## config.mk

```make
export PLATFORM = sky130hd
export DESIGN_NAME = zsr_recloser
export DESIGN_NICKNAME = d
export VERILOG_FILES = /design/src/verilog/zsr_pkg.sv /design/src/verilog/zsr_recloser.sv
export SDC_FILE = /design/constraint.sdc
export NUM_CORES = 1
export LEC_CHECK = 0
export BUFFER_PORTS_ARGS = -buffer_cell sky130_fd_sc_hd__buf_2
export CORE_ASPECT_RATIO = 0.8
export CORE_MARGIN = 2
export CORE_UTILIZATION = 30
export DETAILED_ROUTE_END_ITERATION = 10
export SETUP_SLACK_MARGIN = 0.02
export SLEW_MARGIN = 20
export SYNTH_ARGS = -nofsm -noshare
export SYNTH_HDL_FRONTEND = slang
export SYNTH_SLANG_ARGS = --single-unit
```

## constraint.sdc

```tcl
create_clock -name CLK -period 2.4 [get_ports CLK]
set_input_delay 0.12 -clock CLK [delete_from_list [all_inputs] [get_ports CLK]]
set_output_delay 0.12 -clock CLK [all_outputs]
set_load 0.02 [all_outputs]
```

## src/verilog/zsr_pkg.sv

```systemverilog
// Constants and types for the zero sequence recloser
// How it works
// (RL1) Recloser works only while enable is high
// (RL2) Disabled: blocked out high, never close; forcing still overrides both while disabled
// (RL3) Trip input starts a reclosing sequence
// (RL4) Active output held from trip until clear
// (RL5) Blocked input active: close after delay
// (RL6) Close only if blocked stays active throughout
// (RL7) Delay programmable 0 to 1800 seconds
// (RL8) Close command asserted once delay elapsed
// (RL9) Protection block output held until fault clears
// (RL10) Force status overrides state when forcing enabled
// (RL11) Force status is static, not per group
// (RL12) Read-only condition code 0 to 5
// (RL13) On/off events with millisecond stamps
// (RL14) Trip and blocked both low: return idle
// (RL15) Delay counted in ticks, restarts on drop
package zsr_pkg;

    // ********************************
    // Timing
    // ********************************
    localparam int CLK_HZ        = 250_000_000;
    localparam int MS_PER_S      = 1000;
    localparam int TICKS_PER_MS  = CLK_HZ / MS_PER_S;
    localparam int DELAY_MAX_MS  = 1_800_000;
    localparam int MS_CNT_W      = 18;
    localparam int DELAY_W       = 21;
    localparam int STAMP_W       = 32;

    // ********************************
    // Register map
    // ********************************
    localparam logic [7:0] OFS_CTRL   = 8'h00;
    localparam logic [7:0] OFS_DELAY  = 8'h04;
    localparam logic [7:0] OFS_STATUS = 8'h08;
    localparam logic [7:0] OFS_IRQ_ST = 8'h0c;
    localparam logic [7:0] OFS_IRQ_EN = 8'h10;
    localparam logic [7:0] OFS_IRQ_CL = 8'h14;
    localparam logic [7:0] OFS_EVENT  = 8'h18;
    localparam logic [7:0] OFS_STAMP  = 8'h1c;

    localparam int CTRL_FORCE_EN = 0;
    localparam int CTRL_FORCE_LO = 4;
    localparam int CTRL_FORCE_W  = 3;
    localparam int EV_N          = 5;
    localparam int EV_W          = 10;

    localparam logic [1:0] RESP_OKAY   = 2'h0;
    localparam logic [1:0] RESP_SLVERR = 2'h2;

    // Force encodings
    localparam logic [2:0] FRC_NORMAL = 3'h0;
    localparam logic [2:0] FRC_BLOCK  = 3'h1;
    localparam logic [2:0] FRC_REQ    = 3'h2;
    localparam logic [2:0] FRC_CLOSE  = 3'h3;
    localparam logic [2:0] FRC_CLOSED = 3'h4;

    // Condition codes
    localparam logic [2:0] CND_NORMAL = 3'h0;
    localparam logic [2:0] CND_REQ    = 3'h1;
    localparam logic [2:0] CND_BLOCK  = 3'h2;
    localparam logic [2:0] CND_ACTIVE = 3'h3;
    localparam logic [2:0] CND_CLOSE  = 3'h4;
    localparam logic [2:0] CND_CLOSED = 3'h5;

    typedef enum logic [1:0] {
        ST_IDLE,
        ST_ACTIVE,
        ST_CLOSED
    } zsr_state_t;

endpackage

```

## src/verilog/zsr_recloser.sv

```systemverilog
// Zero sequence recloser with AXI4-Lite registers
`timescale 1ns/10ps
`default_nettype none
module zsr_recloser
    import zsr_pkg::*;
(
    // Clock and reset
    input  wire logic        CLK,
    input  wire logic        SYS_RST,
    // Protection side
    input  wire logic        RECL_ENABLE,
    input  wire logic        NEUTRAL_OV_TRIP,
    input  wire logic        NEUTRAL_OV_BLOCKED,
    // Breaker and protection outputs
    output logic             RECL_BLOCKED,
    output logic             RECL_ACTIVE,
    output logic             BREAKER_CLOSE,
    output logic             PROTECTION_BLOCK_OUT,
    output logic             IRQ,
    // AXI4-Lite write
    input  wire logic [7:0]  AWADDR,
    input  wire logic        AWVALID,
    output logic             AWREADY,
    input  wire logic [31:0] WDATA,
    input  wire logic [3:0]  WSTRB,
    input  wire logic        WVALID,
    output logic             WREADY,
    output logic [1:0]       BRESP,
    output logic             BVALID,
    input  wire logic        BREADY,
    // AXI4-Lite read
    input  wire logic [7:0]  ARADDR,
    input  wire logic        ARVALID,
    output logic             ARREADY,
    output logic [31:0]      RDATA,
    output logic [1:0]       RRESP,
    output logic             RVALID,
    input  wire logic        RREADY
);

    // ********************************
    // Declarations
    // ********************************
    zsr_state_t               state_ff;
    logic [DELAY_W-1:0]       delay_ms_ff;
    logic [DELAY_W-1:0]       elapsed_ms_ff;
    logic [MS_CNT_W-1:0]      tick_ff;
    logic [STAMP_W-1:0]       stamp_ff;
    logic                     force_en_ff;
    logic [CTRL_FORCE_W-1:0]  force_ff;
    logic [EV_W-1:0]          irq_st_ff;
    logic [EV_W-1:0]          irq_en_ff;
    logic [EV_W-1:0]          ev_last_ff;
    logic [STAMP_W-1:0]       ev_stamp_ff;
    logic [EV_N-1:0]          lvl_prev_ff;
    logic [EV_N-1:0]          lvl;
    logic [EV_W-1:0]          ev_now;
    logic                     ms_tick;
    logic                     expired;
    logic                     fault_gone;
    logic                     nxt_blocked;
    logic                     nxt_active;
    logic                     nxt_close;
    logic                     nxt_pblock;
    logic [2:0]               cond;
    logic                     aw_got_ff;
    logic                     w_got_ff;
    logic [7:0]               aw_addr_ff;
    logic [31:0]              w_data_ff;
    logic [3:0]               w_strb_ff;
    logic                     wr_go;
    logic [EV_W-1:0]          clr_bits;

    function automatic logic [31:0] merge(input logic [31:0] old,
                                          input logic [31:0] nw,
                                          input logic [3:0]  be);
        logic [31:0] r;
        r = old;
        for (int i = 0; i < 4; i++) begin
            if (be[i]) begin
                r[i*8 +: 8] = nw[i*8 +: 8];
            end
        end
        return r;
    endfunction

    // ********************************
    // Millisecond time base
    // ********************************
    assign ms_tick = (tick_ff == MS_CNT_W'(TICKS_PER_MS - 1));

    always_ff @(posedge CLK) begin
        if (SYS_RST || ms_tick) begin
            tick_ff <= '0;
        end else begin
            tick_ff <= tick_ff + 1'b1;
        end
    end

    always_ff @(posedge CLK) begin
        if (SYS_RST) begin
            stamp_ff <= '0;
        end else if (ms_tick) begin
            stamp_ff <= stamp_ff + 1'b1;
        end
    end

    // ********************************
    // Sequence
    // ********************************
    assign fault_gone = !NEUTRAL_OV_TRIP && !NEUTRAL_OV_BLOCKED;
    assign expired    = (elapsed_ms_ff >= delay_ms_ff);

    always_ff @(posedge CLK) begin
        if (SYS_RST || !RECL_ENABLE) begin // see (RL1)
            state_ff <= ST_IDLE;
        end else begin
            unique case (state_ff)
                ST_IDLE: begin
                    if (NEUTRAL_OV_TRIP) begin // see (RL3)
                        state_ff <= ST_ACTIVE;
                    end
                end
                ST_ACTIVE: begin
                    if (fault_gone) begin // see (RL14)
                        state_ff <= ST_IDLE;
                    end else if (NEUTRAL_OV_BLOCKED && expired) begin
                        state_ff <= ST_CLOSED; // see (RL5) (RL8)
                    end
                end
                ST_CLOSED: begin
                    if (fault_gone) begin // see (RL14)
                        state_ff <= ST_IDLE;
                    end
                end
            endcase
        end
    end

    // Counts whole ms while blocked holds; a drop loses the progress
    always_ff @(posedge CLK) begin
        if (SYS_RST || state_ff != ST_ACTIVE || !NEUTRAL_OV_BLOCKED) begin
            elapsed_ms_ff <= '0; // see (RL6) (RL15)
        end else if (ms_tick && !expired) begin
            elapsed_ms_ff <= elapsed_ms_ff + 1'b1; // see (RL7)
        end
    end

    // ********************************
    // Outputs with forcing
    // ********************************
    always_comb begin
        nxt_blocked = !RECL_ENABLE; // see (RL2)
        nxt_active  = RECL_ENABLE && state_ff != ST_IDLE; // see (RL4)
        nxt_close   = RECL_ENABLE && state_ff == ST_CLOSED;
        nxt_pblock  = RECL_ENABLE && state_ff == ST_CLOSED; // see (RL9)
        if (force_en_ff) begin // see (RL10) (RL11)
            unique case (force_ff)
                FRC_BLOCK: begin
                    nxt_blocked = 1'b1;
                    nxt_active  = 1'b0;
                    nxt_close   = 1'b0;
                    nxt_pblock  = 1'b0;
                end
                FRC_REQ: begin
                    nxt_blocked = 1'b0;
                    nxt_active  = 1'b1;
                    nxt_close   = 1'b0;
                    nxt_pblock  = 1'b0;
                end
                FRC_CLOSE, FRC_CLOSED: begin
                    nxt_blocked = 1'b0;
                    nxt_active  = 1'b1;
                    nxt_close   = 1'b1;
                    nxt_pblock  = 1'b1;
                end
                default: begin
                end
            endcase
        end
    end

    always_ff @(posedge CLK) begin
        if (SYS_RST) begin
            RECL_BLOCKED         <= 1'b1;
            RECL_ACTIVE          <= 1'b0;
            BREAKER_CLOSE        <= 1'b0;
            PROTECTION_BLOCK_OUT <= 1'b0;
        end else begin
            RECL_BLOCKED         <= nxt_blocked;
            RECL_ACTIVE          <= nxt_active;
            BREAKER_CLOSE        <= nxt_close && !nxt_blocked; // see (RL2)
            PROTECTION_BLOCK_OUT <= nxt_pblock;
        end
    end

    // Condition code, from the registered outputs and the trip input
    always_comb begin
        if (RECL_BLOCKED) begin
            cond = CND_BLOCK; // see (RL12)
        end else if (PROTECTION_BLOCK_OUT) begin
            cond = CND_CLOSED;
        end else if (BREAKER_CLOSE) begin
            cond = CND_CLOSE;
        end else if (RECL_ACTIVE) begin
            cond = CND_ACTIVE;
        end else if (NEUTRAL_OV_TRIP) begin
            cond = CND_REQ;
        end else begin
            cond = CND_NORMAL;
        end
    end

    // ********************************
    // Events: even bit on, odd bit off
    // ********************************
    assign lvl = {PROTECTION_BLOCK_OUT, BREAKER_CLOSE, RECL_ACTIVE,
                  RECL_BLOCKED, NEUTRAL_OV_TRIP};

    always_comb begin
        for (int i = 0; i < EV_N; i++) begin
            ev_now[2*i]   = lvl[i] && !lvl_prev_ff[i];
            ev_now[2*i+1] = !lvl[i] && lvl_prev_ff[i];
        end
    end

    always_ff @(posedge CLK) begin
        if (SYS_RST) begin
            lvl_prev_ff <= 5'h02;
        end else begin
            lvl_prev_ff <= lvl;
        end
    end

    always_ff @(posedge CLK) begin
        if (SYS_RST) begin
            ev_last_ff  <= '0;
            ev_stamp_ff <= '0;
        end else if (|ev_now) begin
            ev_last_ff  <= ev_now; // see (RL13)
            ev_stamp_ff <= stamp_ff;
        end
    end

    // Set wins over a clear in the same cycle
    always_ff @(posedge CLK) begin
        if (SYS_RST) begin
            irq_st_ff <= '0;
        end else begin
            irq_st_ff <= (irq_st_ff & ~clr_bits) | ev_now;
        end
    end

    always_ff @(posedge CLK) begin
        if (SYS_RST) begin
            IRQ <= 1'b0;
        end else begin
            IRQ <= |(((irq_st_ff & ~clr_bits) | ev_now) & irq_en_ff);
        end
    end

    // ********************************
    // AXI4-Lite write
    // ********************************
    assign wr_go    = aw_got_ff && w_got_ff && !BVALID;
    assign clr_bits = (wr_go && aw_addr_ff == OFS_IRQ_CL)
                      ? EV_W'(merge('0, w_data_ff, w_strb_ff)) : '0;

    always_ff @(posedge CLK) begin
        if (SYS_RST) begin
            aw_got_ff  <= 1'b0;
            aw_addr_ff <= '0;
        end else if (AWVALID && AWREADY) begin
            aw_got_ff  <= 1'b1;
            aw_addr_ff <= AWADDR;
        end else if (wr_go) begin
            aw_got_ff  <= 1'b0;
        end
    end

    always_ff @(posedge CLK) begin
        if (SYS_RST) begin
            w_got_ff  <= 1'b0;
            w_data_ff <= '0;
            w_strb_ff <= '0;
        end else if (WVALID && WREADY) begin
            w_got_ff  <= 1'b1;
            w_data_ff <= WDATA;
            w_strb_ff <= WSTRB;
        end else if (wr_go) begin
            w_got_ff  <= 1'b0;
        end
    end

    always_ff @(posedge CLK) begin
        if (SYS_RST) begin
            AWREADY <= 1'b0;
            WREADY  <= 1'b0;
        end else begin
            AWREADY <= !aw_got_ff && !(AWVALID && AWREADY) && !BVALID;
            WREADY  <= !w_got_ff && !(WVALID && WREADY) && !BVALID;
        end
    end

    always_ff @(posedge CLK) begin
        if (SYS_RST) begin
            BVALID <= 1'b0;
            BRESP  <= RESP_OKAY;
        end else if (wr_go) begin
            BVALID <= 1'b1;
            unique case (aw_addr_ff)
                OFS_CTRL, OFS_DELAY, OFS_IRQ_EN, OFS_IRQ_CL: begin
                    BRESP <= RESP_OKAY;
                end
                default: begin
                    BRESP <= RESP_SLVERR;
                end
            endcase
        end else if (BVALID && BREADY) begin
            BVALID <= 1'b0;
        end
    end

    // Delay write is clamped at the top of the range
    always_ff @(posedge CLK) begin
        if (SYS_RST) begin
            force_en_ff <= 1'b0;
            force_ff    <= FRC_NORMAL;
            delay_ms_ff <= '0;
            irq_en_ff   <= '0;
        end else if (wr_go) begin
            unique case (aw_addr_ff)
                OFS_CTRL: begin
                    if (w_strb_ff[0]) begin
                        force_en_ff <= w_data_ff[CTRL_FORCE_EN];
                        force_ff    <= w_data_ff[CTRL_FORCE_LO +:
                                                 CTRL_FORCE_W];
                    end
                end
                OFS_DELAY: begin
                    if (merge(32'h0, w_data_ff, w_strb_ff)
                        > DELAY_MAX_MS) begin
                        delay_ms_ff <= DELAY_W'(DELAY_MAX_MS);
                    end else begin
                        delay_ms_ff <= DELAY_W'(merge(32'h0, w_data_ff,
                                                      w_strb_ff));
                    end
                end
                OFS_IRQ_EN: begin
                    irq_en_ff <= EV_W'(merge({22'h0, irq_en_ff},
                                             w_data_ff, w_strb_ff));
                end
                default: begin
                end
            endcase
        end
    end

    // ********************************
    // AXI4-Lite read
    // ********************************
    always_ff @(posedge CLK) begin
        if (SYS_RST) begin
            ARREADY <= 1'b0;
            RVALID  <= 1'b0;
            RDATA   <= '0;
            RRESP   <= RESP_OKAY;
        end else if (ARVALID && ARREADY) begin
            ARREADY <= 1'b0;
            RVALID  <= 1'b1;
            RRESP   <= RESP_OKAY;
            unique case (ARADDR)
                OFS_CTRL:   RDATA <= {25'h0, force_ff, 3'h0, force_en_ff};
                OFS_DELAY:  RDATA <= {11'h0, delay_ms_ff};
                OFS_STATUS: RDATA <= {24'h0, lvl, cond};
                OFS_IRQ_ST: RDATA <= {22'h0, irq_st_ff};
                OFS_IRQ_EN: RDATA <= {22'h0, irq_en_ff};
                OFS_IRQ_CL: RDATA <= '0;
                OFS_EVENT:  RDATA <= {22'h0, ev_last_ff};
                OFS_STAMP:  RDATA <= ev_stamp_ff;
                default: begin
                    RDATA <= '0;
                    RRESP <= RESP_SLVERR;
                end
            endcase
        end else if (RVALID && RREADY) begin
            RVALID <= 1'b0;
        end else if (!RVALID) begin
            ARREADY <= 1'b1;
        end
    end

    // ********************************
    // Checks
    // ********************************
    disabled_no_close_a: assert property (@(posedge CLK) disable iff (SYS_RST)
        !RECL_ENABLE |=> RECL_BLOCKED && !BREAKER_CLOSE) // see (RL2)
        else $error("Close or unblocked while disabled");
    trip_starts_a: assert property (@(posedge CLK) disable iff (SYS_RST)
        RECL_ENABLE && NEUTRAL_OV_TRIP && state_ff == ST_IDLE
        |=> state_ff == ST_ACTIVE) // see (RL3)
        else $error("Trip did not start sequence");
    active_held_a: assert property (@(posedge CLK) disable iff (SYS_RST)
        state_ff == ST_ACTIVE && RECL_ENABLE && !force_en_ff
        |=> RECL_ACTIVE) // see (RL4)
        else $error("Active output dropped in sequence");
    close_needs_hold_a: assert property (@(posedge CLK) disable iff (SYS_RST)
        $rose(state_ff == ST_CLOSED) |-> $past(NEUTRAL_OV_BLOCKED)
        && $past(elapsed_ms_ff) >= $past(delay_ms_ff)) // see (RL6)
        else $error("Close without full blocked hold");
    close_follows_a: assert property (@(posedge CLK) disable iff (SYS_RST)
        state_ff == ST_CLOSED && RECL_ENABLE && !force_en_ff
        |=> BREAKER_CLOSE && PROTECTION_BLOCK_OUT) // see (RL8) (RL9)
        else $error("Close or protection block missing");
    restart_drop_a: assert property (@(posedge CLK) disable iff (SYS_RST)
        !NEUTRAL_OV_BLOCKED |=> elapsed_ms_ff == '0) // see (RL15)
        else $error("Delay count kept after drop");
    clear_idle_a: assert property (@(posedge CLK) disable iff (SYS_RST)
        fault_gone && state_ff != ST_IDLE |=> state_ff == ST_IDLE
        ##1 !PROTECTION_BLOCK_OUT || force_en_ff) // see (RL14)
        else $error("No return to idle on clear");
    event_seen_a: assert property (@(posedge CLK) disable iff (SYS_RST)
        $rose(RECL_ACTIVE) |=> irq_st_ff[4]) // see (RL13)
        else $error("Active on event not latched");
    forced_block_a: assert property (@(posedge CLK) disable iff (SYS_RST)
        force_en_ff && force_ff == FRC_BLOCK |=> RECL_BLOCKED) // see (RL10)
        else $error("Forced block not shown");

endmodule
`default_nettype wire

```

## After elaboration in Yosys (flattened, before gate mapping)

Cells that the tools add are included.

- Bits in registers: 257

- Bitwise logic cells: 6
- Add/sub/neg operators: 3
- Reductions and logical operators: 73
- $lt $le $gt $ge: 2
- Mux-type cells: 44
- Equal/unequal tests: 21

Operators with widths:

| kind | number |
|---|---|
| one-hot mux 32 bit (7 select lines) | 1 |
| 2-to-1 mux 8 bit | 16 |
| equality test 8 x 5 -> 1 bit, second input constant | 6 |
| adder 32 x 1 -> 32 bit, second input constant | 1 |
| > comparator 32 x 21 -> 1 bit, second input constant | 1 |
| logical AND 1 bit | 28 |
| adder 21 x 1 -> 21 bit, second input constant | 1 |
| >= comparator 21 bit | 1 |
| 2-to-1 mux 21 bit | 1 |
| AND 10 bit | 2 |
| OR reduction 10 bit | 2 |
| logical NOT 1 bit | 19 |
| adder 18 x 1 -> 18 bit, second input constant | 1 |
| equality test 18 bit, second input constant | 1 |
| equality test 8 x 3 -> 1 bit, second input constant | 2 |
| equality test 8 x 4 -> 1 bit, second input constant | 2 |
| logical NOT 8 bit | 2 |
| 2-to-1 mux 2 bit | 7 |
| AND reduction 3 bit | 4 |
| 2-to-1 mux 1 bit | 11 |
| 2-to-1 mux 10 bit | 1 |
| NOT 10 bit | 1 |
| bitwise OR 10 bit | 1 |
| nonzero test 2 bit | 5 |
| other kinds (19) | 32 |

## Logic depth before layout (Yosys ltp)

- Word-level depth: 9
- Gate-level depth with buffers: 10
- Mapped depth without buffers: 8

## Worst setup path after synthesis

No wires, ideal clock.

- Path type: register to register
- From: register delay_ms_ff[10]
- To: register elapsed_ms_ff[17]
- Slack: 67 ps
- Arrival: 2264 ps
- Clock period less this slack: 2333 ps
- Library setup time: 70 ps
- Data required time: 2330 ps
- Stages on the path, launching flop included: 10
- Path through: dfxtp_1 > inv_1 > ha_1 > a21o_1 > a221o_1 > a21oi_1 > o211ai_1 > clkbuf_1 > or4_1 > a21oi_1

- Word-level cells in the longest chain between the ends: 3

RTL lines:

| item | line | source |
|---|---|---|
| from (decl) | zsr_recloser.sv:45 | `logic [DELAY_W-1:0] delay_ms_ff;` |
| from (signal assigned) | zsr_recloser.sv:343 | `delay_ms_ff <= DELAY_W'(DELAY_MAX_MS);` |
| from (signal assigned) | zsr_recloser.sv:345 | `delay_ms_ff <= DELAY_W'(merge(32'h0, w_data_ff,` |
| >= comparator 21 bit | zsr_recloser.sv:112 | `assign expired = (elapsed_ms_ff >= delay_ms_ff);` |
| logical NOT 1 bit | zsr_recloser.sv:144 | `end else if (ms_tick && !expired) begin` |
| logical AND 1 bit | zsr_recloser.sv:144 |  |
| to (signal assigned) | zsr_recloser.sv:145 | `elapsed_ms_ff <= elapsed_ms_ff + 1'b1;` |
| to (decl) | zsr_recloser.sv:46 | `logic [DELAY_W-1:0] elapsed_ms_ff;` |

No other way between the ends.
A chain may end at the register's enable or synchronous reset.

## Final worst setup path

- From: register delay_ms_ff[12]
- To: register elapsed_ms_ff[17]

Same word-level chain as after synthesis.

==> flow_summary.toml <==
[outcome]
status = "finished, violations left"
violations = "DRC, setup timing"

[global_route]
grt_pass1_vias = 9977
grt_start_max_net_pins = 114
busiest_layer = "met2"
grt_overflow_total = 0
met2_usage_pct = 25.52
grtUsageMet1_pct = 24.42
grt_pass1_wl_um = 53340
grtUsageMet3_pct = 2.948
antenna_found_initial = 0
grt.total_usage_pct = 16.64

[pwr]
switchingPower_uw = 2150
clockPowerShare_pct = 46.8
power_uw = 9327
p_per_area_nw_per_um2 = 626.1
swShare_pct = 23.06
seqPwrFrac_pct = 46.7
internal-power_uw = 7176
peakVddDrop_mv = 0.4422
leakagePower_uw = 0.005544
pwr-share-comb_pct = 6.6

[layout]
final_common_cell = "nand2_1"
final_layout_size_suffix_gt1_share_pct = 22.87
final_cell_mix = "nand2_1, dfxtp_1, a21oi_1, buf_2, nor2_1"
antennaDiodeCount = 0
n_fill_cell = 3761
stdcell_count = 2096
area_delta_synth_final_pct = 31.07
num-nets-final = 1689

[worst_setup_path]
crit_path_start_kind = "flop"
rr_worst_depth = 9
reg2reg_setup_slack_ns = -0.005
path_max_fanout = 5
critPathKind = "reg -> reg"
required_ns = 2.87
cp-end-kind = "flop"
r2r-start = "delay_ms_ff[12]"
arrival_ns = 2.87
critPathLaunch = "delay_ms_ff[12]"

[cts]
path_clk_slew_ns = 0.06
cts_root_buf = "clkbuf_16"
cts_buffers = 26
cts_sinks = 255
htreeDepth = 1
clk_latency_ns = 0.54
cts_tree = "yes"
clockBufferDepth = 3

[sta]
slew_headroom_pct = 45.50
rsz0062_at_grt = "yes"
finalSetupViolations = 1
hold_viol = 0
worstMarginPinSlew_ns = 0.8156
fin_crit_ns = 2.405
skew_ns = 0.01357
max_clock_freq_mhz = 415.7
min_period_over_period_pct = 100.2
slew_violations = 0
setup_slack_ns = -0.005449

[hold_path]
holdPathStages = 4
hold_class = "in -> reg"
worstHoldStart = "ARVALID"

[placed_design]
dp_hpwl_um = 23990
placed_cells = 1988
place_congestion = 0.8787
port_buffers = 105

[route]
wl_per_cell_um = 16.34
wl_um = 34250
drt_iter0_markers = 750
drt_first_pass_iters = 8
via_per_inst = 5.082
drtAntennaViolNets = 0
drc_errors = 10
num_vias = 10651

[logic_synthesis]
post_synth_instance_area_um2 = 11370
ys_seq_area_share_pct = 44.91
ys_types = 72
synth_warnings = 0
yosysTopAreaCell = "dfxtp_1"
synth_edf_count = 0
ys_dominant_reg_cell = "dfxtp_1"
synth_seq_cells = 255
synth.area.top_cells = "dfxtp_1, nand2_1, a21oi_1, ha_1, nor2_1"
avgSynthCellArea_um2 = 8.248
synthArstFlopShare_pct = 0
yosysTopAreaCellShare_pct = 44.91
netlist_instances = 1378

[floorplanning]
io_pins = 108
die_h_um = 178.1
die-area_um2 = 39470
core_um2 = 37210
dieWidth_um = 221.6
core.rowCount = 63
initial_core_util_pct = 30.55

[job]
cap_violations = 0
==> kinds of logic (layout without fill, tap and decap cells) <==
family                   Yosys count  after routing  synth area share, %
AO/OA/AOI/OAI                    316            316                17.07
XOR/XNOR                          35             35                2.697
adder cells (fa/ha/maj)           37             37                4.073
buffers and inverters            127            357                4.403
flip-flops                       255            255                44.91
multiplexers                      26             26                2.521
other                              1              2              0.03299
AND/OR/NAND/NOR                  581            581                24.28
==> worst paths after layout <==
| check | endpoint |
|---|---|
| min reg2reg | RDATA[10] |
| max | elapsed_ms_ff[17] |
| max reg2reg | elapsed_ms_ff[17] |
| min | RRESP[1] |
==> cell type report <==
cell class / count / area, um2 / share of cell area [%]
inverters: 53 / 201.4 / 1.352
well taps: 487 / 609.3 / 4.090
flip-flops and latches: 255 / 5135 / 34.47
clock inverters: 11 / 160.2 / 1.075
clock buffers: 36 / 759.5 / 5.098
repair buffers: 257 / 1898 / 12.74
multi-input cells: 997 / 6133 / 41.17
==> stage by stage <==
step                hold slack, ns   TNS (ns)  utilization, %  instance area, um2  setup slack [ns]
floorplan                   0.2560          0               -               11370           0.06651
global placement            0.3623    -0.3678           34.85               12970          -0.05460
detailed placement          0.3679    -0.7039           34.85               12970           -0.1001
CTS                        0.05250          0           38.78               14430           0.02150
global route               0.09449     -1.004           40.04               14900           -0.1408
finish                     0.07416  -0.005449           40.04               14900         -0.005449
==> routing by layer <==
layer,wire length [um],vias to the layer above
li1,-,5233
met1,16790,5038
met2,14720,342
met3,2239,38
met4,499,0
met5,0,-
==> registers in the layout, indices dropped and copies added, names as in the netlist, 3 cells and up <==
name	flops
irq_st_ff	10
force_ff	3
aw_addr_ff	8
delay_ms_ff	21
w_strb_ff	4
lvl_prev_ff	5
tick_ff	18
w_data_ff	32
RDATA	32
irq_en_ff	10
stamp_ff	32
ev_stamp_ff	32
ev_last_ff	10
elapsed_ms_ff	21
==> synthesized netlist by cell type (3+ instances only) <==
library cell	n
or4_1	20
and3b_1	3
xor2_1	18
xnor2_1	17
clkbuf_1	52
a22o_1	14
mux2_2	11
inv_1	53
o22ai_1	4
and3_1	18
nor4_1	11
ha_1	37
and2_1	6
nand2b_1	13
a31oi_1	9
nor3_1	15
or3_4	3
o21bai_1	3
a211oi_1	13
o31ai_1	13
nor2_1	97
or3_1	8
a31o_2	6
a22oi_1	22
a21o_1	5
a21oi_1	149
o21ai_0	43
buf_2	10
nand2_1	280
nand3_1	36
nor2b_1	12
buf_4	3
o211ai_1	6
buf_1	9
mux2i_1	14
nand4_1	17
nand3b_1	13
o32ai_1	10
dfxtp_1	255
and4_1	7
or2_2	5
o2111ai_1	3
==> power groups by stage <==
| stage | combinational (uW) | sequential (uW) | clock [uW] |
|---|---|---|---|
| global route | 672 | 4360 | 4660 |
| floorplan | 304 | 4450 | 0 |
| detailed placement | 534 | 4450 | 0 |
| finish | 612 | 4350 | 4360 |
| CTS | 599 | 4350 | 4460 |
| global placement | 527 | 4440 | 0 |
==> worst max-delay path: stages (launching register included) <==
cell and delay [ns]:
dfxtp_2 0.33, inv_2 0.04, ha_4 0.23, and2_4 0.16, a221o_1 0.35, a21oi_2 0.17
o211ai_1 0.18, buf_4 0.21, or4_4 0.52, a21oi_2 0.15
==> what timing repair did <==
item | in CTS | in global routing
cloned | 0 | 2
resized for setup | 11 | 87
setup endpoints to repair | 12 | 61
hold buffers | 50 | 0
endpoints found under the hold margin | 64 | 0
pin swaps | 3 | 35
setup buffers | 1 | 8
No activity file was read; power rests on OpenSTA's default activity.
